===== src/design/cbmrd_pkg.sv =====
// Functional notes
// RULE1 - Refresh every row within each 2 ms.
// RULE2 - Timer fires: raise renew request, stall processor.
// RULE3 - Processor finishes instruction, then releases bus.
// RULE4 - Row counter steps each phase-one after halt.
// RULE5 - At 64 rows clear request, release stall.
// RULE6 - Refresh proceeds even if processor hangs.
// RULE7 - Data buffers toward processor when read high.
// RULE8 - Addresses 0000-0FFF assert RAM select and enable.
// RULE9 - RAM enable also asserted during refresh.
// RULE10 - Write strobe lags RAM enable by 200 ns.
// RULE11 - RAM read buffers enabled only on reads.
// RULE12 - FC00-FFFF select one of four PROMs.
// RULE13 - Spare port selects only for F040-F043.
// RULE14 - RAM is 4K blocks of eight 1-bit devices.
// RULE15 - Phase two stretched to 1.0 us on writes.
// RULE16 - Free non-overlapping phases, 1.34 us cycle. The code runs 33 cycles of 40 ns, which is 1.32 us.
// RULE17 - Tick counter divides refresh pulses, selectable rate.
// RULE18 - Address F044 resets the tick counter.
// RULE19 - System reset clears the tick counter.
// RULE20 - Tick drives port A interrupt input.
// RULE21 - Timer event during refresh is ignored.
package cbmrd_pkg;
   localparam int unsigned CLK_HZ = 25000000;
   localparam int unsigned CLK_NS = 40;
   localparam int unsigned REFRESH_US = 2000;
   localparam int unsigned REFRESH_CYC = REFRESH_US * (CLK_HZ / 1000000);
   localparam int unsigned CYCLE_NS = 1340;
   localparam int unsigned CYCLE_CYC = CYCLE_NS / CLK_NS;
   localparam int unsigned PH2_NS = 840;
   localparam int unsigned PH2_CYC = PH2_NS / CLK_NS;
   localparam int unsigned PH2W_NS = 1000;
   localparam int unsigned PH2W_CYC = (PH2W_NS + CLK_NS - 1) / CLK_NS;
   localparam int unsigned GAP_NS = 80;
   localparam int unsigned GAP_CYC = (GAP_NS + CLK_NS - 1) / CLK_NS;
   localparam int unsigned WE_DLY_NS = 200;
   localparam int unsigned WE_DLY_CYC = (WE_DLY_NS + CLK_NS - 1) / CLK_NS;
   localparam int unsigned ROWS = 64;
   localparam logic [15:0] RAM_LAST = 16'h0FFF;
   localparam logic [15:0] PROM_BASE = 16'hFC00;
   localparam logic [15:0] PORT_BASE = 16'hF040;
   localparam logic [15:0] PORT_LAST = 16'hF043;
   localparam logic [15:0] TICK_CLR = 16'hF044;
   localparam int unsigned PROM_SEL_LSB = 8;
   localparam int unsigned TICK_W = 8;
   localparam int unsigned TICK_SEL_BASE = 4;
   // Cycles the sequencer waits for a bus release before taking the bus anyway.
   localparam int unsigned HOLD_LIMIT = 1000;
   typedef enum logic [1:0] {
      CBMRD_IDLE = 2'b00,
      CBMRD_WAIT = 2'b01,
      CBMRD_ROWS = 2'b10
   } cbmrd_state_t;
endpackage


===== src/design/cbmrd_phase_if.sv =====
`timescale 1ns/1ps
`default_nettype none
// Phase timing shared between the clock generator and the sequencer.
interface cbmrd_phase_if;
   logic ph1;
   logic ph2;
   logic ph1_rise;
   logic stretch;
   modport gen (output ph1, output ph2, output ph1_rise, input stretch);
   modport use_ (input ph1, input ph2, input ph1_rise, output stretch);
endinterface
`default_nettype wire


===== src/design/cbmrd_clkgen.sv =====
`timescale 1ns/1ps
`default_nettype none
// Free-running non-overlapping two-phase generator.
module cbmrd_clkgen (
   input wire logic clk_i,
   input wire logic reset_i,
   cbmrd_phase_if.gen ph
);
   localparam int unsigned CW = 8;
   localparam logic [CW-1:0] GAP = CW'(cbmrd_pkg::GAP_CYC);
   localparam logic [CW-1:0] P2N = CW'(cbmrd_pkg::PH2_CYC);
   localparam logic [CW-1:0] P2W = CW'(cbmrd_pkg::PH2W_CYC);
   localparam logic [CW-1:0] CYC = CW'(cbmrd_pkg::CYCLE_CYC);
   logic [CW-1:0] cnt_q;
   logic [CW-1:0] p2len_q;
   logic [CW-1:0] end_c;
   logic p1_q;
   logic p2_q;
   logic rise_q;

   // Phase two length is latched at its start so a stretch cannot cause overlap.
   always_comb begin
      end_c = CYC + p2len_q - P2N;
   end

   always_ff @(posedge clk_i or posedge reset_i) begin
      if (reset_i) begin
         cnt_q <= '0;
         p2len_q <= CW'(cbmrd_pkg::PH2_CYC);
      end else if (cnt_q >= end_c - CW'(1)) begin
         cnt_q <= '0;
      end else begin
         cnt_q <= cnt_q + CW'(1);
         if (cnt_q == (CYC - P2N - GAP - CW'(1))) begin
            p2len_q <= ph.stretch ? P2W : P2N; // see RULE15
         end
      end
   end

   // Phase one occupies the front, a gap, phase two, then a gap: see RULE16
   always_ff @(posedge clk_i or posedge reset_i) begin
      if (reset_i) begin
         p1_q <= 1'b0;
         p2_q <= 1'b0;
         rise_q <= 1'b0;
      end else begin
         p1_q <= (cnt_q < (CYC - P2N - GAP - GAP - CW'(1))) && (cnt_q != end_c - CW'(1));
         rise_q <= (cnt_q == end_c - CW'(1));
         p2_q <= (cnt_q >= (CYC - P2N - GAP)) && (cnt_q < end_c - GAP);
      end
   end

   assign ph.ph1 = p1_q;
   assign ph.ph2 = p2_q;
   assign ph.ph1_rise = rise_q;
endmodule // cbmrd_clkgen
`default_nettype wire


===== src/design/cbmrd_top.sv =====
`timescale 1ns/1ps
`default_nettype none
// Memory control: refresh sequencer, address decode, data steering, tick counter.
module cbmrd_top #(
   parameter int unsigned REFRESH_COUNT = cbmrd_pkg::REFRESH_CYC,
   parameter int unsigned ROW_COUNT = cbmrd_pkg::ROWS
) (
   input wire logic clk_i,
   input wire logic reset_i,
   input wire logic [15:0] addr_i,
   input wire logic rnw_i,
   input wire logic vma_i,
   input wire logic bus_released_i,
   input wire logic [1:0] tick_sel_i,
   output logic ph1_o,
   output logic ph2_o,
   output logic stall_o,
   output logic renew_o,
   output logic row_drive_o,
   output logic [5:0] row_addr_o,
   output logic cpu_addr_en_o,
   output logic buf_to_cpu_o,
   output logic ram_sel_o,
   output logic ram_en_o,
   output logic ram_we_o,
   output logic ram_rd_oe_o,
   output logic [3:0] prom_sel_o,
   output logic [7:0] prom_word_o,
   output logic port_sel_o,
   output logic [1:0] port_reg_o,
   output logic port_a_irq_input_o
);
   localparam int unsigned RW = $clog2(ROW_COUNT + 1);
   localparam int unsigned TW = $clog2(REFRESH_COUNT + 1);
   localparam int unsigned HW = $clog2(cbmrd_pkg::HOLD_LIMIT + 1);
   localparam int unsigned WE_W = 4;

   if (ROW_COUNT < 2 || ROW_COUNT > 64) begin : g_bad_rows
      $error("ROW_COUNT out of range");
   end
   if (REFRESH_COUNT < 2) begin : g_bad_refresh
      $error("REFRESH_COUNT too small");
   end

   cbmrd_phase_if ph ();

   cbmrd_clkgen u_clkgen (
      .clk_i(clk_i),
      .reset_i(reset_i),
      .ph(ph.gen)
   );

   // Pin inputs pass two flip-flops before use.
   logic [15:0] addr_m_q, addr_q;
   logic rnw_m_q, rnw_q, vma_m_q, vma_q, rel_m_q, rel_q;
   logic [1:0] sel_m_q, sel_q;
   always_ff @(posedge clk_i or posedge reset_i) begin
      if (reset_i) begin
         addr_m_q <= '0;
         addr_q <= '0;
         rnw_m_q <= 1'b1;
         rnw_q <= 1'b1;
         vma_m_q <= 1'b0;
         vma_q <= 1'b0;
         rel_m_q <= 1'b0;
         rel_q <= 1'b0;
         sel_m_q <= '0;
         sel_q <= '0;
      end else begin
         sel_m_q <= tick_sel_i;
         sel_q <= sel_m_q;
         addr_m_q <= addr_i;
         addr_q <= addr_m_q;
         rnw_m_q <= rnw_i;
         rnw_q <= rnw_m_q;
         vma_m_q <= vma_i;
         vma_q <= vma_m_q;
         rel_m_q <= bus_released_i;
         rel_q <= rel_m_q;
      end
   end

   // Free-running refresh timer.
   logic [TW-1:0] tmr_q;
   logic fire_q;
   always_ff @(posedge clk_i or posedge reset_i) begin
      if (reset_i) begin
         tmr_q <= '0;
         fire_q <= 1'b0;
      end else if (tmr_q == TW'(REFRESH_COUNT - 1)) begin
         tmr_q <= '0;
         fire_q <= 1'b1; // see RULE1
      end else begin
         tmr_q <= tmr_q + TW'(1);
         fire_q <= 1'b0;
      end
   end

   // Refresh sequencer.
   cbmrd_pkg::cbmrd_state_t st_q;
   logic [RW-1:0] row_q;
   logic [HW-1:0] hold_q;
   logic done_q;
   always_ff @(posedge clk_i or posedge reset_i) begin
      if (reset_i) begin
         st_q <= cbmrd_pkg::CBMRD_IDLE;
         row_q <= '0;
         done_q <= 1'b0;
      end else begin
         done_q <= 1'b0;
         unique case (st_q)
            cbmrd_pkg::CBMRD_IDLE: begin
               if (fire_q) begin
                  st_q <= cbmrd_pkg::CBMRD_WAIT; // see RULE2
               end
            end
            cbmrd_pkg::CBMRD_WAIT: begin
               // A processor that never lets go of the bus is overridden after a bounded wait.
               if ((rel_q || hold_q == HW'(cbmrd_pkg::HOLD_LIMIT)) && ph.ph1_rise) begin
                  st_q <= cbmrd_pkg::CBMRD_ROWS; // see RULE3 RULE6
               end
            end
            cbmrd_pkg::CBMRD_ROWS: begin
               if (ph.ph1_rise) begin
                  if (row_q == RW'(ROW_COUNT - 1)) begin
                     row_q <= '0; // see RULE5
                     st_q <= cbmrd_pkg::CBMRD_IDLE;
                     done_q <= 1'b1;
                  end else begin
                     row_q <= row_q + RW'(1); // see RULE4
                  end
               end
            end
            default: st_q <= cbmrd_pkg::CBMRD_IDLE;
         endcase
         // A timer event outside IDLE is simply dropped: see RULE21
      end
   end

   always_ff @(posedge clk_i or posedge reset_i) begin
      if (reset_i) begin
         hold_q <= '0;
      end else if (st_q != cbmrd_pkg::CBMRD_WAIT) begin
         hold_q <= '0;
      end else if (hold_q != HW'(cbmrd_pkg::HOLD_LIMIT)) begin
         hold_q <= hold_q + HW'(1); // see RULE6
      end
   end

   logic renew_c;
   logic rowdrv_c;
   assign renew_c = (st_q != cbmrd_pkg::CBMRD_IDLE);
   assign rowdrv_c = (st_q == cbmrd_pkg::CBMRD_ROWS);

   // Address decode and RAM write spacing.
   logic cpu_c;
   logic ram_hit_c;
   logic [WE_W-1:0] we_cnt_q;
   assign cpu_c = vma_q && !renew_c;
   assign ram_hit_c = cpu_c && (addr_q <= cbmrd_pkg::RAM_LAST); // see RULE8 RULE14

   always_ff @(posedge clk_i or posedge reset_i) begin
      if (reset_i) begin
         we_cnt_q <= '0;
      end else if (ram_hit_c && !rnw_q) begin
         if (we_cnt_q != WE_W'(cbmrd_pkg::WE_DLY_CYC)) begin
            we_cnt_q <= we_cnt_q + WE_W'(1); // see RULE10
         end
      end else begin
         we_cnt_q <= '0;
      end
   end

   // Tick counter divides completed refreshes.
   logic [cbmrd_pkg::TICK_W-1:0] tick_q;
   logic tick_clr_c;
   assign tick_clr_c = vma_q && (addr_q == cbmrd_pkg::TICK_CLR);
   always_ff @(posedge clk_i or posedge reset_i) begin
      if (reset_i) begin
         tick_q <= '0; // see RULE19
      end else if (tick_clr_c) begin
         tick_q <= '0; // see RULE18
      end else if (done_q) begin
         tick_q <= tick_q + cbmrd_pkg::TICK_W'(1); // see RULE17
      end
   end

   // Registered outputs.
   always_ff @(posedge clk_i or posedge reset_i) begin
      if (reset_i) begin
         renew_o <= 1'b0;
         stall_o <= 1'b0;
         row_drive_o <= 1'b0;
         row_addr_o <= '0;
         cpu_addr_en_o <= 1'b1;
         buf_to_cpu_o <= 1'b1;
         ram_sel_o <= 1'b0;
         ram_en_o <= 1'b0;
         ram_we_o <= 1'b0;
         ram_rd_oe_o <= 1'b0;
         prom_sel_o <= '0;
         prom_word_o <= '0;
         port_sel_o <= 1'b0;
         port_reg_o <= '0;
         port_a_irq_input_o <= 1'b0;
      end else begin
         renew_o <= renew_c; // see RULE2
         stall_o <= renew_c;
         row_drive_o <= rowdrv_c;
         row_addr_o <= 6'(row_q); // see RULE4
         cpu_addr_en_o <= !((renew_c && rel_q) || rowdrv_c); // see RULE3 RULE6
         buf_to_cpu_o <= rnw_q; // see RULE7
         ram_sel_o <= ram_hit_c; // see RULE8
         ram_en_o <= ram_hit_c || renew_c; // see RULE9
         ram_we_o <= ram_hit_c && !rnw_q
                     && (we_cnt_q == WE_W'(cbmrd_pkg::WE_DLY_CYC)); // see RULE10
         ram_rd_oe_o <= ram_hit_c && rnw_q; // see RULE11
         prom_sel_o <= '0;
         if (cpu_c && addr_q >= cbmrd_pkg::PROM_BASE) begin
            prom_sel_o[addr_q[cbmrd_pkg::PROM_SEL_LSB +: 2]] <= 1'b1; // see RULE12
         end
         prom_word_o <= addr_q[7:0];
         port_sel_o <= cpu_c && (addr_q >= cbmrd_pkg::PORT_BASE)
                       && (addr_q <= cbmrd_pkg::PORT_LAST); // see RULE13
         port_reg_o <= addr_q[1:0];
         port_a_irq_input_o <= tick_q[3'(sel_q) + 3'(cbmrd_pkg::TICK_SEL_BASE)]; // see RULE20
      end
   end

   // Phase two stretches on RAM writes.
   assign ph.stretch = ram_hit_c && !rnw_q; // see RULE15
   assign ph1_o = ph.ph1; // see RULE16
   assign ph2_o = ph.ph2;
endmodule // cbmrd_top
`default_nettype wire


===== config.mk =====
export PLATFORM = sky130hd
export DESIGN_NAME = cbmrd_top
export DESIGN_NICKNAME = d
export VERILOG_FILES = /design/src/design/cbmrd_pkg.sv /design/src/design/cbmrd_phase_if.sv /design/src/design/cbmrd_clkgen.sv /design/src/design/cbmrd_top.sv
export SDC_FILE = /design/constraint.sdc
export NUM_CORES = 1
export LEC_CHECK = 0
export BUFFER_PORTS_ARGS = -buffer_cell sky130_fd_sc_hd__buf_4
export CORE_MARGIN = 4
export CORE_UTILIZATION = 52
export DETAILED_ROUTE_END_ITERATION = 12
export GPL_ROUTABILITY_DRIVEN = 0
export GPL_TIMING_DRIVEN = 0
export MAX_ROUTING_LAYER = met4
export PLACE_DENSITY = 0.84
export SYNTH_ARGS = -nofsm -noshare
export SYNTH_HDL_FRONTEND = slang
export SYNTH_SLANG_ARGS = --single-unit

===== constraint.sdc =====
create_clock -name clk_i -period 3.8 [get_ports clk_i]
set_input_delay 0.19 -clock clk_i [delete_from_list [all_inputs] [get_ports clk_i]]
set_output_delay 0.19 -clock clk_i [all_outputs]
set_load 0.01 [all_outputs]

**After elaboration in Yosys (flattened, before gate mapping)**

Index checks and enable logic that the tools add are counted.

- Add/sub/neg operators: 11
- Magnitude comparators: 11
- Eq/ne operators: 18
- Mux-type cells: 24
- Bitwise logic cells: 1
- Reductions and logical operators: 27

Operators by type and width:

| operator | number |
|---|---|
| $eq 16x16->1 const B | 2 |
| $ge 16x16->1 const B | 2 |
| $mux 8 | 3 |
| $mux 10 | 2 |
| $add 16x1->16 const B | 1 |
| $add 8x1->8 const B | 2 |
| $le 16x12->1 const B | 1 |
| $le 16x16->1 const B | 1 |
| $mux 16 | 1 |
| $mux 4 | 4 |
| $logic_and 1x1->1 | 14 |
| $add 10x1->10 const B | 1 |
| $eq 10x10->1 const B | 1 |
| $ne 10x10->1 const B | 1 |
| $add 6x8->8 const A | 1 |
| $eq 8x4->1 const B | 1 |
| $eq 8x8->1 | 1 |
| $ge 8x4->1 const B | 1 |
| $ge 8x8->1 | 1 |
| $lt 8x3->1 const B | 1 |
| $lt 8x8->1 | 1 |
| $mux 2 | 4 |
| $ne 8x8->1 | 1 |
| $sub 8x1->8 const B | 1 |
| other kinds (27) | 43 |

- Register bits after elaboration: 140
- Input port bits: 23
- Output and inout bits: 33
- Logic and storage cells: 129

**Depth between registers and ports, before layout**

- Word-level depth: 6
- Mapped depth: 8
- Gate-level depth less buffers: 8

**Cells and area by module**

From an unflattened synthesis, not the netlist that was laid out.

- Cells, all modules: 407
- Area, all modules: 5124.9 µm²

Modules (own cells, without submodules):

| module | instances | cells an instance | area each (µm²) | seq. area each (µm²) |
|---|---|---|---|---|
| cbmrd_top | 1 | 327 | 4280.4 | 2982.9 |
| cbmrd_clkgen | 1 | 80 | 844.6 | 326.6 |

**Worst setup path after synthesis**

No wires, ideal clock.

- Path kind: flip-flop to flip-flop
- Start point: register u_clkgen.p2len_q[2]
- End point: register u_clkgen.p2len_q[2]
- Library setup time: 82 ps
- Data arrival time: 2304 ps
- Required time: 3718 ps
- Setup slack: 1414 ps
- Stages on the path, launching flop included: 8
- Path buffers: 0
- Clock period less this slack: 2386 ps
- Cell sequence: dfstp_2 inv_1 ha_1 ha_1 a2111oi_2 o21ai_2 nor3_2 mux2_2

- Cells in the longest elaborated chain, start to end: 6

RTL lines:

| what | line | RTL |
|---|---|---|
| start: declaration | cbmrd_clkgen.sv:15 | `logic [CW-1:0] p2len_q;` |
| start signal: assignment | cbmrd_clkgen.sv:29 | `p2len_q <= CW'(cbmrd_pkg::PH2_CYC);` |
| start signal: assignment | cbmrd_clkgen.sv:35 | `p2len_q <= ph.stretch ? P2W : P2N;` |
| $add 6x8->8 | cbmrd_clkgen.sv:23 | `end_c = CYC + p2len_q - P2N;` |
| $sub 8x5->8 | cbmrd_clkgen.sv:23 |  |
| $sub 8x1->8 | cbmrd_clkgen.sv:30 | `end else if (cnt_q >= end_c - CW'(1)) begin` |
| $ge 8x8->1 | cbmrd_clkgen.sv:30 |  |
| $not 1->1 (no source line) | n/a |  |
| $reduce_and 2->1 (no source line) | n/a |  |

Every way passes these cells.
A chain may end at the register's enable or synchronous reset.

**Worst setup path in the final report**

Same ends and word-level chain as after synthesis.

==> flow_summary.json <==
{
  "drt_iter0_drc": 231,
  "maxCapViolCount": 0,
  "synth_nets": 447,
  "power.density_nw_per_um2": 495.3,
  "met2_length_mm": 5.667,
  "cts_hold_buffers": 22,
  "die_w_um": 106.9,
  "dr.max_layer_used": "met4",
  "hpwlAfterDp_mm": 6.701,
  "endpoint_kind": "register",
  "period_share_pct": 69.48,
  "cts_resized": 0,
  "rows": 35,
  "grt_overflow": 0,
  "cts_buffer_depth": 2,
  "buffer_ports.inserted": 55,
  "r2r_start": "u_clkgen.p2len_q[2]$_DFFE_PP1P_",
  "grt_pass1_wl_mm": 18.04,
  "ant_nets": 0,
  "seq_area_um2": 3309,
  "fin_cells": 642,
  "grt_pass1_vias": 3515,
  "cts-root-buf": "clkbuf_8",
  "grt_start_max_net_pins": 80,
  "fin_crit_ns": 2.640,
  "wl_mm": 10.67,
  "die_h_um": 106.9,
  "syn_area_per_cell_um2": 12.66,
  "core-area_um2": 9371,
  "dr_total_vias": 3449,
  "cts_setup_buffers": 0,
  "synth_common_cells": "dfrtp_1, nor2_1, nand2_1",
  "drive_above_1_share_pct": 21.09,
  "multi_input_area_um2": 1698,
  "fmax_ghz": 0.3788,
  "finalSetupViolations": 0,
  "async_reset_ff_share_pct": 100.0,
  "skew_ns": 0.009548,
  "yosysMostFrequentCell": "dfrtp_1",
  "slew_headroom_pct": 52.32,
  "tns_ns": 0,
  "drcViolationCount": 0,
  "synth_cells": 402,
  "cp_max_fo": 8,
  "nNetsFinal": 544,
  "ys_ff_latch": 132,
  "wl_met1_mm": 4.282,
  "cp_data_required_time_ns": 4.24,
  "synth_edf_count": 0,
  "finalMaxSlewViolations": 0,
  "place_inst": 587,
  "area_growth_pct": 28.05,
  "routed-wl-met3_um": 478,
  "clkTransAtPathRegs_ns": 0.06,
  "peakVddDrop_uv": 282.8,
  "start_kind": "register",
  "htree_levels": 4,
  "initial_utilization_pct": 54.31,
  "cts_made_buffers": 17,
  "clock_latency_ns": 0.51,
  "grt_usage_pct": 21.35,
  "yosysUniqueCellTypes": 49,
  "post_drt_wl_per_cell_um": 16.63,
  "worst_pin_slew_ns": 0.7052,
  "synth_area_leaders": "dfrtp_1, ha_1, nor2_1",
  "dr.pass1.iters": 5,
  "r2r_cells": 7,
  "post_drt_via_cell_ratio": 5.372,
  "rsz0062_at_grt": "no",
  "leakagePower_nw": 3.076,
  "nFillCells": 630,
  "synth.top_cell.area_share_pct": 62.44,
  "syn-cell-area_um2": 5090,
  "cts.sinks": 132,
  "min_path_type": "in -> async",
  "die-area_um2": 11440,
  "path_class": "reg -> reg",
  "startpoint": "u_clkgen.p2len_q[2]$_DFFE_PP1P_",
  "ys.flop_type": "dfrtp_1",
  "worstPathArrival_ns": 3.08,
  "status": "complete, no violations",
  "ys_warn_count": 0,
  "ios": 56,
  "synth_top_area_cell": "dfrtp_1",
  "antenna_found_initial": 0,
  "ys_seq_area_share_pct": 65.02,
  "finalHoldViolCount": 0,
  "cts_tree": "yes"
}
[worst max-delay path, stage by stage (launching register included)]
cell,delay (ns)
dfstp_2,0.60
inv_1,0.09
ha_1,0.29
ha_1,0.35
a2111oi_2,0.39
o21ai_2,0.20
nor3_2,0.29
mux2_2,0.37
[kinds of logic after synthesis]
logic type      after synthesis  share of synthesized area (%)
simple gates                158                          16.54
flops                       132                          65.02
xor+xnor                     35                          6.023
compound gates               29                          3.860
fa+ha+maj                    22                          5.408
mux                           6                          1.450
other cells                   1                        0.07368
buf+inv                      19                          1.622
[state kept, by name, summed over array words and instances (netlist names), 2 cells and up]
signal and flops:
addr_m_q 16, we_cnt_q 4, prom_sel_o 4, sel_m_q 2, tmr_q 16, sel_q 2
hold_q 10, st_q 2, u_clkgen.p2len_q 2, addr_q 16, row_q 7, u_clkgen.cnt_q 8
prom_word_o 7, row_addr_o 6, tick_q 8
[metal layers]
metal	vias to the layer above	track usage [%]
met4	0	7.489
met3	24	6.261
met2	117	34.67
met5	-	-
li1	1571	-
met1	1737	25.69
[area by class of cell]
| cell class | instances | share of cell area (%) |
|---|---|---|
| Sequential cell | 132 | 50.78 |
| Tap cell | 129 | 2.476 |
| Buffer | 6 | 0.5183 |
| Antenna cell | 1 | 0.03840 |
| Clock inverter | 10 | 2.380 |
| Inverter | 13 | 0.8255 |
| Clock buffer | 22 | 6.796 |
| Multi-Input combinational cell | 251 | 26.05 |
| Timing Repair Buffer | 78 | 10.14 |
[power by group]
group	switching [mW]	leakage, nW	total, mW	internal (mW)
clock network	0.569	0.289	1.65	1.08
logic	0.0614	1.09	0.119	0.0576
registers	0.0212	1.69	1.46	1.44
[per-stage QoR]
step	worst slack, ns	hold slack (ns)	area [µm²]	total power [mW]	utilization [%]
6_report	1.160	0.2896	6518	3.228	69.55
5_1_grt	1.067	0.3082	6515	3.341	69.52
4_1_cts	1.148	0.3010	6515	3.244	69.52
3_5_place_dp	1.158	0.2754	5697	1.588	60.79
3_3_place_gp	-1.047	0.2981	5664	1.576	60.44
2_1_floorplan	0.09222	0.1945	5090	1.532	-
[placed cells by master, fill, tap and decap left out, types with 5 or more instances in the layout]
cell type,instances
dfrtp_1,127
xnor2_1,19
o21ai_0,8
nand2_1,24
xor2_1,16
a21oi_1,7
nor4_1,6
dfstp_2,5
nand4_1,10
dlygate4sd3_1,22
nand3_1,20
ha_1,22
nor3_1,14
inv_1,12
buf_4,58
clkbuf_1,7
nor2_1,49
clkbuf_16,16
[final timing paths]
check | slack [ns] | endpoint
min | 0.29 | we_cnt_q[1]$_DFFE_PP0P_
max in group asynchronous | 2.75 | cpu_addr_en_o$_DFF_PP1_
min reg2reg | 0.35 | sel_q[0]$_DFF_PP0_
max | 1.16 | u_clkgen.p2len_q[2]$_DFFE_PP1P_
max reg2reg | 1.16 | u_clkgen.p2len_q[2]$_DFFE_PP1P_
min in group clk_i | 0.32 | sel_m_q[1]$_DFF_PP0_
No activity file was read; power rests on OpenSTA's default activity.
